**config.mk**
```make
export PLATFORM = sky130hd
export DESIGN_NAME = lcms_core
export DESIGN_NICKNAME = d
export VERILOG_FILES = /design/src/lcms_pkg.sv /design/src/lcms_core.sv
export SDC_FILE = /design/constraint.sdc
export NUM_CORES = 1
export LEC_CHECK = 0
export BUFFER_PORTS_ARGS = -buffer_cell sky130_fd_sc_hd__buf_2
export CAP_MARGIN = 0
export CELL_PAD_IN_SITES_DETAIL_PLACEMENT = 1
export CELL_PAD_IN_SITES_GLOBAL_PLACEMENT = 1
export CORE_MARGIN = 1.5
export CORE_UTILIZATION = 35
export CTS_BUF_LIST = sky130_fd_sc_hd__clkbuf_4 sky130_fd_sc_hd__clkbuf_8 sky130_fd_sc_hd__clkbuf_16
export DETAILED_ROUTE_END_ITERATION = 7
export HOLD_SLACK_MARGIN = 0.05
export PLACE_DENSITY = 0.64
export SETUP_SLACK_MARGIN = 0.3
export SLEW_MARGIN = 10
export SYNTH_ARGS = -nofsm -noshare
export SYNTH_HDL_FRONTEND = slang
export SYNTH_SLANG_ARGS = --single-unit
```
**constraint.sdc**
```tcl
create_clock -name i_core_clk -period 3.75 [get_ports i_core_clk]
set_clock_uncertainty 0.15 [all_clocks]
set_input_delay 0.5625 -clock i_core_clk [delete_from_list [all_inputs] [get_ports i_core_clk]]
set_output_delay 0.5625 -clock i_core_clk [all_outputs]
set_load 0.005 [all_outputs]
```
**src/lcms_pkg.sv**
```systemverilog
// constants, field layout and timing for the conversion mode and status block
// assumes a single 250 MHz core clock
package lcms_pkg;

  // register offsets on the plain register port
  localparam logic [7:0]  CTRL_OFS       = 8'h01;
  localparam logic [7:0]  HI_LIMIT_OFS   = 8'h03;

  // measurement_control field positions
  localparam int          RANGE_MSB      = 15;
  localparam int          RANGE_LSB      = 12;
  localparam int          ILEN_BIT       = 11;
  localparam int          MODE_MSB       = 10;
  localparam int          MODE_LSB       = 9;
  localparam int          OVR_BIT        = 8;
  localparam int          RDY_BIT        = 7;
  localparam int          ABOVE_BIT      = 6;
  localparam int          BELOW_BIT      = 5;
  localparam int          AUX_MSB        = 4;
  localparam int          FCNT_MSB       = 1;

  // reset values
  localparam logic [3:0]  RANGE_RST      = 4'hc;
  localparam logic        ILEN_RST       = 1'b1;
  localparam logic [4:0]  AUX_RST        = 5'h10;
  localparam logic [15:0] HI_LIMIT_RST   = 16'hbfff;

  // range codes
  localparam logic [3:0]  RANGE_AUTO     = 4'hc;
  localparam logic [3:0]  RANGE_MAX      = 4'hb;
  localparam logic [3:0]  RANGE_MIN      = 4'h0;

  // conversion mode codes
  localparam logic [1:0]  MODE_OFF       = 2'h0;
  localparam logic [1:0]  MODE_SINGLE    = 2'h1;

  // conversion timing
  localparam int          CLK_MHZ        = 250;
  localparam int          T_SHORT_MS     = 100;
  localparam int          T_LONG_MS      = 800;
  localparam int          SHORT_CYC      = T_SHORT_MS * 1000 * CLK_MHZ;
  localparam int          LONG_CYC       = T_LONG_MS * 1000 * CLK_MHZ;

  typedef enum logic {
    ST_IDLE  = 1'b0,
    ST_INTEG = 1'b1
  } lcms_state_type;

endpackage : lcms_pkg

```
**src/lcms_core.sv**
```systemverilog
// conversion mode control, overrange, ready and above-limit flags
// assumes analog front end signals on the same clock; host on the reg port
//
// Operation
// - mode 00 shutdown, 01 one conversion, 10/11 continuous conversions
// - mode field resets to 00, no conversions until programmed
// - mode reads 01 while a single conversion runs
// - single conversion done clears mode to 00, enters shutdown
// - entering shutdown leaves ready and above flags unchanged
// - flags stay readable with held values throughout shutdown
// - overrange flag bit 8 shows last conversion overflowed, updated each end
// - manual range: transient overload sets overrange despite in-range result
// - auto range: overrange only when top range overflows
// - auto range overflow below top: abort, step range up, restart
// - auto range: overrange updated only when the retry sequence ends
// - ready flag bit 7 set whenever a conversion finishes
// - ready cleared by any control read or non-shutdown write unless a conversion finishes that cycle
// - shutdown write leaves ready flag as it is
// - above flag bit 6 set after fault-count results above high limit
// - overrange, ready and above flags ignore host write data
// - range 1100 is auto and reset value; lower fixed; above reserved
// - fault count codes 00..11 need 1, 2, 4, 8 measurements
// - conversion lasts 100 ms or 800 ms per integration length bit
`timescale 1ns/10ps
`default_nettype none

module lcms_core #(
  parameter int P_SHORT_CYC = lcms_pkg::SHORT_CYC,
  parameter int P_LONG_CYC  = lcms_pkg::LONG_CYC
) (
  input  wire logic        i_core_clk,
  input  wire logic        i_rst,
  input  wire logic [7:0]  i_addr,
  input  wire logic [15:0] i_wdata,
  input  wire logic        i_wr,
  input  wire logic        i_rd,
  output logic      [15:0] o_rdata,
  input  wire logic        i_adc_overload,
  input  wire logic [11:0] i_adc_mant,
  output logic             o_integrating,
  output logic      [3:0]  o_active_range,
  output logic             o_result_valid,
  output logic      [15:0] o_result
);
  import lcms_pkg::*;

  ////////////////////////////////////////////////////////////////////////////
  // state

  lcms_state_type  state_q,  state_d;
  logic [3:0]      range_q,  range_d;
  logic            ilen_q,   ilen_d;
  logic [1:0]      mode_q,   mode_d;
  logic            ovr_q,    ovr_d;
  logic            rdy_q,    rdy_d;
  logic            above_q,  above_d;
  logic [4:0]      aux_q,    aux_d;
  logic [15:0]     hi_q,     hi_d;
  logic [27:0]     cnt_q,    cnt_d;
  logic            ovl_q,    ovl_d;
  logic [3:0]      arng_q,   arng_d;
  logic [3:0]      fcnt_q,   fcnt_d;
  logic [15:0]     res_q,    res_d;
  logic            resv_q,   resv_d;
  logic [15:0]     rdata_q,  rdata_d;

  ////////////////////////////////////////////////////////////////////////////
  // helpers

  logic            wr_ctrl;
  logic            rd_ctrl;
  logic            auto_sel;
  logic [27:0]     conv_len;
  logic            conv_end;
  logic            ovl_now;
  logic [22:0]     res_val;
  logic [22:0]     hi_val;
  logic [3:0]      fc_need;
  logic [15:0]     ctrl_word;

  assign wr_ctrl  = i_wr && (i_addr == CTRL_OFS);
  assign rd_ctrl  = i_rd && (i_addr == CTRL_OFS);
  assign auto_sel = (range_q == RANGE_AUTO);
  // both lengths fit 28 bits at the core rate
  assign conv_len = ilen_q ? 28'(P_LONG_CYC - 1)
                           : 28'(P_SHORT_CYC - 1);
  assign conv_end = (cnt_q == conv_len);
  assign ovl_now  = ovl_q || i_adc_overload;
  assign res_val  = 23'({11'h000, i_adc_mant} << arng_q);
  assign hi_val   = 23'({11'h000, hi_q[11:0]} << hi_q[15:12]);
  assign fc_need  = 4'(4'h1 << aux_q[FCNT_MSB:0]);

  assign ctrl_word = {range_q, ilen_q, mode_q, ovr_q, rdy_q, above_q,
                      1'b0, aux_q};

  ////////////////////////////////////////////////////////////////////////////
  // next state

  always_comb begin
    state_d = state_q;
    range_d = range_q;
    ilen_d  = ilen_q;
    mode_d  = mode_q;
    ovr_d   = ovr_q;
    rdy_d   = rdy_q;
    above_d = above_q;
    aux_d   = aux_q;
    hi_d    = hi_q;
    cnt_d   = cnt_q;
    ovl_d   = ovl_q;
    arng_d  = arng_q;
    fcnt_d  = fcnt_q;
    res_d   = res_q;
    resv_d  = 1'b0;
    rdata_d = 16'h0000;

    // host reads: answer one cycle later, unmapped reads give zero
    if (rd_ctrl) begin
      rdata_d = ctrl_word;
      rdy_d   = 1'b0;
    end else if (i_rd && (i_addr == HI_LIMIT_OFS)) begin
      rdata_d = hi_q;
    end

    if (i_wr && (i_addr == HI_LIMIT_OFS)) begin
      hi_d = i_wdata;
    end

    // status bits 8:6 are never taken from write data
    if (wr_ctrl) begin
      // reserved range codes are refused, field keeps its value
      if (i_wdata[RANGE_MSB:RANGE_LSB] <= RANGE_AUTO) begin
        range_d = i_wdata[RANGE_MSB:RANGE_LSB];
      end
      ilen_d = i_wdata[ILEN_BIT];
      mode_d = i_wdata[MODE_MSB:MODE_LSB];
      aux_d  = i_wdata[AUX_MSB:0];
      if (i_wdata[MODE_MSB:MODE_LSB] != MODE_OFF) begin
        rdy_d = 1'b0;
      end
    end

    case (state_q)
      ST_IDLE: begin
        // start on the cycle after a non-shutdown mode is present
        if (mode_q != MODE_OFF) begin
          state_d = ST_INTEG;
          cnt_d   = 28'h0000000;
          ovl_d   = 1'b0;
          arng_d  = auto_sel ? RANGE_MIN : range_q;
        end
      end
      ST_INTEG: begin
        cnt_d = cnt_q + 28'h0000001;
        ovl_d = ovl_now;
        if (wr_ctrl && (i_wdata[MODE_MSB:MODE_LSB] == MODE_OFF)) begin
          // host shutdown aborts; flags are left as they are
          state_d = ST_IDLE;
        end else if (auto_sel && i_adc_overload
                     && (arng_q < RANGE_MAX)) begin
          // abort early and retry one range up; no flag touched yet
          arng_d = arng_q + 4'h1;
          cnt_d  = 28'h0000000;
          ovl_d  = 1'b0;
        end else if (conv_end) begin
          ovr_d  = ovl_now;
          rdy_d  = 1'b1;
          res_d  = {arng_q, i_adc_mant};
          resv_d = 1'b1;
          cnt_d  = 28'h0000000;
          ovl_d  = 1'b0;
          if (auto_sel) begin
            arng_d = RANGE_MIN;
          end else begin
            arng_d = range_q;
          end
          // consecutive above-limit measurements, transparent style
          if (res_val > hi_val) begin
            if (fcnt_q + 4'h1 >= fc_need) begin
              above_d = 1'b1;
              fcnt_d  = fc_need;
            end else begin
              fcnt_d  = fcnt_q + 4'h1;
            end
          end else begin
            fcnt_d  = 4'h0;
            above_d = 1'b0;
          end
          if (mode_q == MODE_SINGLE) begin
            // a host write in this cycle keeps its own mode value
            if (!wr_ctrl) begin
              mode_d = MODE_OFF;
            end
            state_d = ST_IDLE;
          end else if (wr_ctrl
                       && (i_wdata[MODE_MSB:MODE_LSB] == MODE_SINGLE)) begin
            state_d = ST_IDLE;
          end
        end
      end
      default: begin
        state_d = ST_IDLE;
      end
    endcase
  end

  ////////////////////////////////////////////////////////////////////////////
  // registers

  always_ff @(posedge i_core_clk or posedge i_rst) begin
    if (i_rst) begin
      state_q <= ST_IDLE;
      range_q <= RANGE_RST;
      ilen_q  <= ILEN_RST;
      mode_q  <= MODE_OFF;
      ovr_q   <= 1'b0;
      rdy_q   <= 1'b0;
      above_q <= 1'b0;
      aux_q   <= AUX_RST;
      hi_q    <= HI_LIMIT_RST;
      cnt_q   <= 28'h0000000;
      ovl_q   <= 1'b0;
      arng_q  <= RANGE_MIN;
      fcnt_q  <= 4'h0;
      res_q   <= 16'h0000;
      resv_q  <= 1'b0;
      rdata_q <= 16'h0000;
    end else begin
      state_q <= state_d;
      range_q <= range_d;
      ilen_q  <= ilen_d;
      mode_q  <= mode_d;
      ovr_q   <= ovr_d;
      rdy_q   <= rdy_d;
      above_q <= above_d;
      aux_q   <= aux_d;
      hi_q    <= hi_d;
      cnt_q   <= cnt_d;
      ovl_q   <= ovl_d;
      arng_q  <= arng_d;
      fcnt_q  <= fcnt_d;
      res_q   <= res_d;
      resv_q  <= resv_d;
      rdata_q <= rdata_d;
    end
  end

  assign o_rdata        = rdata_q;
  assign o_integrating  = (state_q == ST_INTEG);
  assign o_active_range = arng_q;
  assign o_result_valid = resv_q;
  assign o_result       = res_q;

endmodule : lcms_core

`default_nettype wire

```
## Word level (Yosys, flattened, before mapping)

Cells that the tools add are included.

| word-level totals | value |
|---|---|
| bits in registers | 102 |
| output and inout bits | 38 |
| input bits | 41 |

| operators by class | value |
|---|---|
| equal/unequal tests | 10 |
| bitwise logic cells | 3 |
| reductions and logical operators | 16 |
| shift-type cells | 3 |
| add/subtract/negate cells | 3 |
| mux-type cells | 48 |
| order comparisons | 4 |

Operator list:

| operator | number |
|---|---|
| $mux 28 | 5 |
| $pmux 28 s2 | 1 |
| $shl 12x4->23 | 2 |
| $mux 16 | 2 |
| $add 28x1->28 const B | 1 |
| $eq 28x28->1 | 1 |
| $mux 4 | 7 |
| $gt 23x23->1 | 1 |
| $mux 1 | 23 |
| $mux 2 | 7 |
| $add 4x1->4 const B | 2 |
| $eq 8x1->1 const B | 1 |
| $eq 8x2->1 const B | 1 |
| $logic_and 1x1->1 | 8 |
| $pmux 4 s2 | 1 |
| $reduce_and 5->1 | 1 |
| $eq 2x1->1 const B | 2 |
| $eq 4x4->1 const B | 1 |
| $ge 4x4->1 | 1 |
| $le 4x4->1 const B | 1 |
| $lt 4x4->1 const B | 1 |
| $ne 2x2->1 const B | 2 |
| $pmux 1 s2 | 2 |
| $reduce_and 4->1 | 1 |
| 9 further kinds | 12 |

## Depth between registers and ports, before layout

Gate-level depths: netlist of run 1.

| logic depth | value |
|---|---|
| depth after elaboration | 9 |
| mapped depth | 14 |
| mapped depth without buffers | 13 |

## Worst setup path before layout of run 1

No wires, ideal clock.

| path | value |
|---|---|
| path type | reg-to-reg |
| start point | register arng_q[0] (netlist: o_active_range[0]) |
| end point | register fcnt_q[0] |
| buffers on the path | 2 |
| cell stages (with the launch flop) | 15 |
| period minus slack after synthesis | 3.297 ns |
| arrival | 3.065 ns |
| path slack | 0.453 ns |
| cells stage by stage | dfrtp_1 > clkbuf_1 > buf_1 > mux2_2 > nand2_1 > nor2_1 > a21oi_1 > nor2_1 > ha_1 > nand4_1 > nor3_1 > nor4b_1 > a221o_1 > o2111ai_1 > o21ai_0 |

| between the ends | value |
|---|---|
| cells in the longest elaborated chain, start to end | 4 |
| elaborated cells on any way between the ends | 7 |
| classes of those cells | 2 x order compare; 1 x shift; 1 x mux; 1 x bitwise; 2 x reduce/logical |

RTL lines:

| item | line | text |
|---|---|---|
| start: declaration | lcms_core.sv:61 | `logic [3:0] arng_q, arng_d;` |
| start signal: assignment | lcms_core.sv:240 | `arng_q <= arng_d;` |
| branches (longest 4 deep; another with $gt 23x23->1) | - |  |
| end signal: assignment | lcms_core.sv:241 | `fcnt_q <= fcnt_d;` |
| end: declaration | lcms_core.sv:62 | `logic [3:0] fcnt_q, fcnt_d;` |

Several ways; the timed one is not identified.
A chain may end at the register's enable or synchronous reset.

## Worst setup path after layout of run 1

| path | value |
|---|---|
| start point | register hi_q[12] |
| end point | register fcnt_q[0] |

| between the ends | value |
|---|---|
| cells in the longest elaborated chain, start to end | 3 |

RTL lines:

| item | line | text |
|---|---|---|
| start: declaration | lcms_core.sv:58 | `logic [15:0] hi_q, hi_d;` |
| start signal: assignment | lcms_core.sv:237 | `hi_q <= hi_d;` |
| $shl 12x4->23 | lcms_core.sv:90 | `assign hi_val = 23'({11'h000, hi_q[11:0]} << hi_q[15:12]);` |
| $gt 23x23->1 | lcms_core.sv:178 | `if (res_val > hi_val) begin` |
| $mux 4 | lcms_core.sv:178 |  |

Every way passes these cells.

==> results of run 1 <==
[sequential cells by signal, indices dropped and copies added (netlist names)]
signal and cells:
ilen_q 1, range_q 4, ovl_q 1, o_result 16, o_rdata 16, o_result_valid 1
cnt_q 28, o_integrating 1, rdy_q 1, hi_q 16, o_active_range 4, fcnt_q 4
ovr_q 1, above_q 1, mode_q 2, aux_q 5
[per-stage QoR]
step,util,setup WS [ns]
final,0.418,0.439
after global routing,0.418,0.254
after CTS,0.407,0.326
after detailed placement,0.388,0.149
after global placement,0.388,0.361
after floorplan,-,0.393
[metal layers]
layer  vias up  global-route usage
li1       2729                   -
met1      2898               0.282
met2       106               0.337
met3        20              0.0251
met4         0              0.0587
met5         -                   0
[cell usage after synthesis (all sizes together), types with 3 or more instances]
cell type | n | area (um^2)
a21o | 4 | 30.0
a21oi | 52 | 260
a22o | 7 | 61.3
a22oi | 3 | 22.5
a31oi | 21 | 131
and2 | 6 | 37.5
and3 | 6 | 37.5
and4 | 4 | 35.0
buf | 13 | 103
clkbuf | 26 | 98.8
dfrtp | 83 | 2080
dfstp | 19 | 499
ha | 30 | 375
inv | 17 | 63.8
mux2 | 45 | 544
mux2i | 49 | 490
mux4 | 5 | 113
nand2 | 97 | 364
nand2b | 10 | 62.6
nand3 | 22 | 110
nand4 | 11 | 68.8
nor2 | 64 | 240
nor2b | 5 | 31.3
nor3 | 8 | 51.3
nor3b | 4 | 35.0
nor4 | 7 | 58.8
nor4bb | 3 | 30.0
o21a | 5 | 37.5
o21ai | 39 | 203
o221ai | 4 | 35.0
o2bb2ai | 3 | 26.3
or2 | 4 | 25.0
or3 | 3 | 18.8
xnor2 | 4 | 35.0
[worst max-delay path, stage by stage, from the launching register on]
cell       delay [ns]
dfstp_4          0.66
buf_6            0.15
mux2i_1          0.22
mux2i_1          0.13
nand2b_1         0.19
o211a_1          0.18
a21oi_1          0.21
ha_1             0.29
a21oi_1          0.19
o221ai_1         0.15
a221o_1          0.43
o2111ai_1        0.11
o21ai_0          0.12
[repair_timing]
action	4_1_cts	5_1_grt
pin swaps	0	4
endpoints found under the setup margin	5	5
resized for setup	3	31
gates cloned	0	0
buffers inserted	0	10
[cells by family after synthesis]
| group | synth area share |
|---|---|
| buffers and inverters | 0.0403 |
| muxes | 0.172 |
| and+or+nand+nor | 0.194 |
| AOI/OAI and AO/OA | 0.145 |
| xor gates and xnor gates | 0.00656 |
| DFF | 0.386 |
| adders and majority gates | 0.0562 |
[power groups by stage]
| stage | Clock [W] | Sequential (W) | Combinational, W |
|---|---|---|---|
| floorplan | 0 | 0.00126 | 0.000395 |
| global placement | 0 | 0.00130 | 0.000488 |
| detailed placement | 0 | 0.00131 | 0.000514 |
| CTS | 0.00112 | 0.00129 | 0.000520 |
| global route | 0.00116 | 0.00130 | 0.000612 |
| finish | 0.00109 | 0.00129 | 0.000542 |
[final timing paths]
check | slack [ns] | end | depth (start not counted) | startpoint
worst max-delay path | 0.44 | fcnt_q[0] | 12 | hi_q[12]
worst min-delay path | 0.16 | o_result[4] | 2 | i_rst
worst max register to register | 0.44 | fcnt_q[0] | 12 | hi_q[12]
worst min register to register | 0.32 | aux_q[4] | 2 | aux_q[4]
max in group asynchronous | 2.40 | hi_q[1] | 3 | i_rst
min in group i_core_clk | 0.25 | ilen_q | 3 | i_wdata[11]
[layout make-up]
| cell class | count | area share |
|---|---|---|
| Tap cell | 234 | 0.0375 |
| Timing Repair Buffer | 100 | 0.0753 |
| Inverter | 18 | 0.00897 |
| Sequential cell | 102 | 0.331 |
| Multi-Input combinational cell | 554 | 0.503 |
| Clock inverter | 5 | 0.0111 |
| Clock buffer | 11 | 0.0324 |
==> impl_metrics.json, run 1 <==
{
  "relSlewSlack": 0.357,
  "setup_viol": 0,
  "top_layer_used": "met4",
  "wl_met2_mm": 9.49,
  "final_common_cell": "nand2_1",
  "cts_buffers": 9,
  "wl_met1_mm": 9.45,
  "grt_max_degree": 52,
  "postCtsHoldBufs": 0,
  "grt_pass1_wl_mm": 32.0,
  "yosys_warnings": 0,
  "slew_viol_final": 0,
  "die_h_um": 141,
  "port_buffers": 78,
  "layout_common_cells": "nand2_1, dfrtp_1, buf_2",
  "swShare": 0.299,
  "cts_tree": "yes",
  "fin_hold_ws_ns": 0.160,
  "clk_latency_ns": 0.36,
  "finalHoldViolCount": 0,
  "p_per_area_nw_per_um2": 374,
  "syn_area_um2": 6680,
  "wirelength_mm": 19.8,
  "clockRootBuffer": "clkbuf_16",
  "dpl_cell_area_um2": 7270,
  "drc": 0,
  "rows": 50,
  "fin_nets": 856,
  "clk_path_buf_depth": 2,
  "finalCriticalPeriod_ns": 3.31,
  "rsz0062_at_grt": "false",
  "arrival_ns": 3.40,
  "max-cap-violations": 0,
  "grt.total_usage": 0.204,
  "synthFlopType": "dfrtp_1",
  "antenna_found_initial": 0,
  "crit_type": "register to register",
  "cts_htree_levels": 3,
  "critPathCaptureType": "register",
  "p_sw_w": 0.000874,
  "period_share": 0.883,
  "dr_wl_met3_um": 524,
  "ys_seq_area_frac": 0.386,
  "final.setup.tns_ns": 0,
  "fillers": 2148,
  "initialDrtViolationCount": 242,
  "antenna_left": 0,
  "io_pins": 79,
  "placed_cells": 998,
  "multi_input_area_um2": 3930,
  "p_int_w": 0.00205,
  "grt-ovfl-total": 0,
  "dpl.hpwl_mm": 14.6,
  "async_reset_ff_frac": 1.00,
  "hp-class": "input port to asynchronous set/reset pin",
  "synth.net_count": 784,
  "num_vias": 5753,
  "cp.required_ns": 3.84,
  "seqPwrFrac": 0.440,
  "initial_core_util": 0.357,
  "max_freq_mhz": 302,
  "p_comb_frac": 0.185,
  "antennaDiodeCount": 0,
  "syn_avg_cell_area_um2": 9.36,
  "p_leak_nw": 3.53,
  "firstDrtPassIters": 4,
  "seq_area_um2": 2590,
  "layoutNonFillerInstCount": 1024,
  "viasPerCell": 5.62,
  "pwr-share-clk": 0.374,
  "fin_area_um2": 7810,
  "critPathLaunchType": "register",
  "design_power_total_w": 0.00292,
  "tightest_slew_ns": 0.964,
  "synth_cell_type_count": 69,
  "numClockSinks": 102,
  "synth_edf_count": 0,
  "synthCells": 713,
  "outcome": "completed",
  "syn_to_final_growth_pct": 17.0,
  "path_clk_slew_ns": 0.08,
  "layout-drive-gt1-share": 0.275,
  "coreArea_um2": 18700,
  "ys_ff_latch": 102,
  "wl_per_cell_um": 19.3,
  "crit_fanout": 8,
  "first_global_vias": 5919,
  "vdd_drop_max_mv": 0.196,
  "die_x_um": 141,
  "dieArea_um2": 19900,
  "place.gp.congestion": 0.832
}
Power figures use the tool's default switching activity.
==> run 2, diff against run 1 <==
Settings changed: ABC_AREA from default to 1, PLACE_DENSITY 0.64 to 0.67.
==> run 2 against run 1 <==
Clock power is 16% lower. Design area hardly changed. Synthesized cell count is 35% higher. Critical endpoint is now fcnt_q[1]. Synthesized area is 3.7% higher. Highest routed layer unchanged. Largest cell class unchanged. Global-route usage is 0.72 points higher. Final cell count is 26% higher. Critical path depth is 4 higher. Die area is 3.6% higher. Clock-buffer cell count is 1 higher. Register-to-register slack better by 0.09 ns. Non-clock buffer count is 12 lower.
==> impl_metrics.json, run 2 <==
{
  "port_buffers": 78,
  "seq_area_um2": 2580,
  "multi_input_area_um2": 3830,
  "outcome": "completed",
  "first_global_vias": 6491,
  "cts_buffers": 9,
  "synthTopCellsByCount": "nand2_1, o21ai_0, dfrtp_1, nor2_1, inv_1",
  "path_delay_family": "simple AND/OR/NAND/NOR gates",
  "path_clk_slew_ns": 0.07,
  "wl_per_cell_um": 15.9,
  "ys_ff_latch": 102,
  "placed_cells": 1272,
  "synth_cell_type_count": 46,
  "largest_reg_flops": 28,
  "crit_buf_inv": 1,
  "postCtsHoldBufs": 0,
  "initialDrtViolationCount": 318,
  "r2r_cells": 16,
  "dpl.hpwl_mm": 16.0,
  "layout-drive-gt1-share": 0.189,
  "synth_top_area_share": 0.300,
  "async_reset_ff_frac": 1.00,
  "wirelength_mm": 20.5,
  "grt_pass1_wl_mm": 33.9,
  "clk_path_buf_depth": 2,
  "relSlewSlack": 0.351,
  "grt-ovfl-total": 0,
  "grt_max_degree": 47,
  "syn_to_final_growth_pct": 12.8,
  "firstDrtPassIters": 4,
  "drc": 0,
  "layout_common_cells": "nand2_1, o21ai_0, dfrtp_1",
  "yosysTopAreaCell": "dfrtp_1",
  "antennaDiodeCount": 0,
  "crit_type": "register to register",
  "final.setup.tns_ns": 0,
  "die_x_um": 144,
  "cpMaxStageDelayCell": "dfstp_2",
  "initial_core_util": 0.356,
  "synthFlopType": "dfrtp_1",
  "rows": 51,
  "arrival_ns": 3.37,
  "syn_avg_cell_area_um2": 7.21,
  "finalCriticalPeriod_ns": 3.22,
  "ys_seq_area_frac": 0.372,
  "finalHoldViolCount": 0,
  "syn_area_um2": 6920,
  "synthCells": 961,
  "vdd_drop_max_mv": 0.257,
  "p_per_area_nw_per_um2": 356,
  "path_cells": "inv_1 -> o21ai_0 -> nand2_1 -> o21ai_0 -> o21ai_0 -> ha_1 -> nand2_1 -> nor2_1 -> nand2_1 -> nor2_1 -> nand2_1 -> nand2_1 -> nor2_1 -> nor2_2 -> nand3_1 -> nand2_1",
  "path_common_cell": "nand2_1",
  "die_h_um": 144,
  "fin_nets": 1090,
  "numClockSinks": 102,
  "period_share": 0.859,
  "io_pins": 79,
  "viasPerCell": 4.93,
  "place.gp.congestion": 0.799,
  "final_common_cell": "nand2_1",
  "fillers": 2487,
  "synth.net_count": 1032,
  "cp.depth": 16,
  "clk_latency_ns": 0.36,
  "p_leak_nw": 3.70,
  "crit_fanout": 4,
  "grt.total_usage": 0.212,
  "tightest_slew_ns": 0.972,
  "fin_hold_ws_ns": 0.122,
  "rsz0062_at_grt": "false",
  "critPathCaptureType": "register",
  "synth_most_common_cell": "nand2_1",
  "dpl_cell_area_um2": 7500,
  "dieArea_um2": 20600,
  "cts_htree_levels": 3,
  "cp.required_ns": 3.90,
  "antenna_left": 0,
  "cts_tree": "yes",
  "critPathLaunchType": "register",
  "setup_viol": 0,
  "antenna_found_initial": 0,
  "layoutNonFillerInstCount": 1289,
  "slew_viol_final": 0,
  "max_freq_mhz": 311,
  "fin_area_um2": 7810,
  "regMostFlops": "cnt_q",
  "max-cap-violations": 0,
  "yosys_warnings": 0,
  "num_vias": 6349,
  "hp-class": "input port to asynchronous set/reset pin",
  "clockRootBuffer": "clkbuf_16",
  "synth.top_cells.by_area": "dfrtp_1, nand2_1, dfstp_2, o21ai_0, ha_1",
  "utilization": 0.401,
  "max_stage_delay_ns": 0.55,
  "synth_edf_count": 0,
  "coreArea_um2": 19500
}
==> run 2: worst paths after layout <==
path                               endpoint        start  slack [ns]
min in group i_core_clk             hi_q[5]   i_wdata[5]        0.27
worst max-delay path              fcnt_q[1]      hi_q[1]        0.53
worst min register to register  o_result[5]  o_result[5]        0.32
worst max register to register    fcnt_q[1]      hi_q[1]        0.53
worst min-delay path            o_result[1]        i_rst        0.12
max in group asynchronous           hi_q[6]        i_rst        2.54
==> run 2: area by class of cell <==
cell class                 count  area share
multi-input combinational    736       0.491
tap                          265      0.0425
clock buffer                  12      0.0317
inverter                      81      0.0397
timing repair inverter         1    0.000962
sequential                   102       0.331
timing repair buffer          88      0.0596
clock inverter                 4     0.00401
==> run 2: cells by family after synthesis <==
| family | after synthesis | share of synthesized area |
|---|---|---|
| simple gates | 499 | 0.305 |
| xor+xnor | 29 | 0.0367 |
| compound gates | 175 | 0.152 |
| fa+ha+maj | 30 | 0.0542 |
| buf+inv | 123 | 0.0763 |
| mux | 3 | 0.00434 |
| flops | 102 | 0.372 |
==> run 2: power breakdown <==
group,leakage [nW],internal (W),switching [W]
Clock,0.130,0.000476,0.000435
Combinational,2.27,0.000233,0.000387
Sequential,1.31,0.00117,0.0000786
Total,3.70,0.00188,0.000901
==> run 2: stage by stage <==
stage          power, W  worst slack (ns)
2_1_floorplan   0.00170             0.393
6_report        0.00278             0.530
4_1_cts         0.00281             0.458
3_3_place_gp    0.00187             0.525
5_1_grt         0.00295             0.297
3_5_place_dp    0.00189             0.483
==> run 2: timing repair <==
action | 4_1_cts | 5_1_grt
endpoints found under the hold margin | 0 | 0
setup buffers | 0 | 0
endpoints found under the setup margin | 0 | 5
gates resized for setup | 0 | 6
==> run 2: metal layers <==
metal	track usage	share of wire	routed length, um	vias up
li1	-	-	-	3237
met1	0.295	0.50	10300	3003
met2	0.343	0.46	9360	95
met3	0.0397	0.031	644	14
met4	0.0387	0.0086	177	0
met5	0	0	0	-
==> run 3, diff against run 2 <==
Settings changed: ABC_AREA 1 to 0, PLACE_DENSITY 0.67 to 0.64, RECOVER_POWER from default to 100.
==> run 3 against run 2 <==
The flow now finishes with violations (max-capacitance violations, max-slew violations). Flip-flop and latch count did not move. Combinational power shrank 13%. Global-route usage fell by 0.72 points. Critical endpoint unchanged. Non-clock buffer count up 12. Core utilization grew 1.1 points. Final cell count decreased by 21%. Clock power rose by 20%. Sequential share of layout area rose by 0.49 points. Register-to-register slack got worse by 0.12 ns.
==> impl_metrics.json, run 3 (synthesis gave the netlist of run 1 again) <==
{
  "initialDrtViolationCount": 257,
  "die_x_um": 141,
  "grt_pass1_wl_mm": 32.0,
  "relSlewSlack": -0.641,
  "hold_start": "i_wdata[11]",
  "critPathLaunchType": "register",
  "port_buffers": 78,
  "utilization": 0.412,
  "numClockSinks": 102,
  "clockRootBuffer": "clkbuf_16",
  "fin_area_um2": 7710,
  "dpl.hpwl_mm": 14.6,
  "firstDrtPassIters": 4,
  "cp.required_ns": 3.87,
  "antennaDiodeCount": 0,
  "wirelength_mm": 19.8,
  "r2r-end": "fcnt_q[1]",
  "grt.total_usage": 0.204,
  "postCtsHoldBufs": 0,
  "antenna_left": 0,
  "violations": "max-capacitance violations, max-slew violations",
  "regMostFlops": "cnt_q",
  "clk_path_buf_depth": 2,
  "rsz0062_at_grt": "false",
  "reg2reg_from": "o_active_range[0]",
  "holdPathStages": 3,
  "viasPerCell": 5.62,
  "path_cells": "buf_6 -> mux2_2 -> nand2_1 -> nor2_1 -> a21oi_1 -> nor2_1 -> ha_1 -> nand4_1 -> nor3_2 -> nor4b_2 -> a221o_1 -> nand4_1 -> o21ai_0",
  "outcome": "complete, but fails checks",
  "cts_tree": "yes",
  "hp-class": "input port to register",
  "slew_viol_final": 52,
  "cts_buffers": 9,
  "rows": 50,
  "layout_common_cells": "nand2_1, dfrtp_1, nor2_1, buf_2, a21oi_1",
  "tightest_slew_ns": 2.45,
  "syn_to_final_growth_pct": 15.5,
  "drc": 0,
  "path_clk_slew_ns": 0.08,
  "max-cap-violations": 1,
  "crit_fanout": 15,
  "wl_per_cell_um": 19.3,
  "largest_reg_flops": 28,
  "fin_ws_ns": 0.410,
  "max_stage_delay_ns": 0.54,
  "whs_endpoint": "ilen_q",
  "final.setup.tns_ns": 0,
  "grt_max_degree": 52,
  "vdd_drop_max_mv": 0.196,
  "finalHoldViolCount": 0,
  "coreArea_um2": 18700,
  "cts_htree_levels": 3,
  "r2r_cells": 13,
  "clk_latency_ns": 0.36,
  "layout-drive-gt1-share": 0.234,
  "cpMaxStageDelayCell": "dfrtp_1",
  "arrival_ns": 3.46,
  "finalCriticalPeriod_ns": 3.34,
  "initial_core_util": 0.357,
  "pre_cts_slack_ns": 0.149,
  "io_pins": 79,
  "r2r_slack_ns": 0.41,
  "place.gp.congestion": 0.832,
  "critPathCaptureType": "register",
  "crit_type": "register to register",
  "die_h_um": 141,
  "max_freq_mhz": 299,
  "dieArea_um2": 19900,
  "p_leak_nw": 3.44,
  "dpl_cell_area_um2": 7270,
  "antenna_found_initial": 0,
  "final_common_cell": "nand2_1",
  "num_vias": 5755,
  "p_per_area_nw_per_um2": 379,
  "setup_viol": 0,
  "first_global_vias": 5919,
  "period_share": 0.891,
  "grt-ovfl-total": 0,
  "fin_nets": 856
}
run 3: worst max-delay path by stage:
stage                endpoint              start  cells past startpoint  slack [ns]
floorplan             above_q              i_rst                      1        0.39
global placement    fcnt_q[0]           hi_q[12]                     12        0.36
detailed placement  fcnt_q[1]  o_active_range[1]                     12        0.15
CTS                 fcnt_q[1]  o_active_range[0]                     13        0.33
global route        fcnt_q[1]  o_active_range[0]                     13        0.17
finish              fcnt_q[1]  o_active_range[0]                     13        0.41
run 3: per-layer routing:
| metal | share of wire | GRT usage | vias up |
|---|---|---|---|
| met1 | 0.48 | 0.282 | 2901 |
| met2 | 0.48 | 0.337 | 103 |
| met4 | 0.015 | 0.0587 | 0 |
| met3 | 0.028 | 0.0251 | 19 |
| li1 | - | - | 2732 |
| met5 | 0 | 0 | - |
run 3: area by class of cell:
class,instances,area (um^2)
Multi-Input combinational cell,554,3880
Clock inverter,5,86.3
Timing Repair Buffer,100,543
Inverter,18,68.8
Tap cell,234,293
Fill cell,2163,11000
Clock buffer,11,253
Sequential cell,102,2590
run 3: what timing repair did:
item,in CTS,in global routing
resized for setup,3,31
endpoints found under the setup margin,5,5
pin swaps,0,4
endpoints found under the hold margin,0,0
setup buffers,0,10
run 3: worst max-delay path, delay by kind of cell, from the launching register on:
kind | cells | cell delay, ns
compound gates | 3 | 0.71
simple gates | 7 | 0.99
fa+ha+maj | 1 | 0.31
flops | 1 | 0.54
buf+inv | 1 | 0.22
mux | 1 | 0.34
run 3: power breakdown:
group          leakage [nW]  switching [W]  internal (W)
logic                  1.97       0.000303      0.000235
clock network         0.167       0.000466      0.000629
registers              1.30       0.000106       0.00118
run 3: stage by stage:
step	instances	power, W	hold slack [ns]
floorplan	713	0.00165	0.284
global placement	998	0.00178	0.294
detailed placement	998	0.00182	0.315
CTS	1014	0.00293	0.187
global route	1024	0.00307	0.251
finish	1024	0.00292	0.255
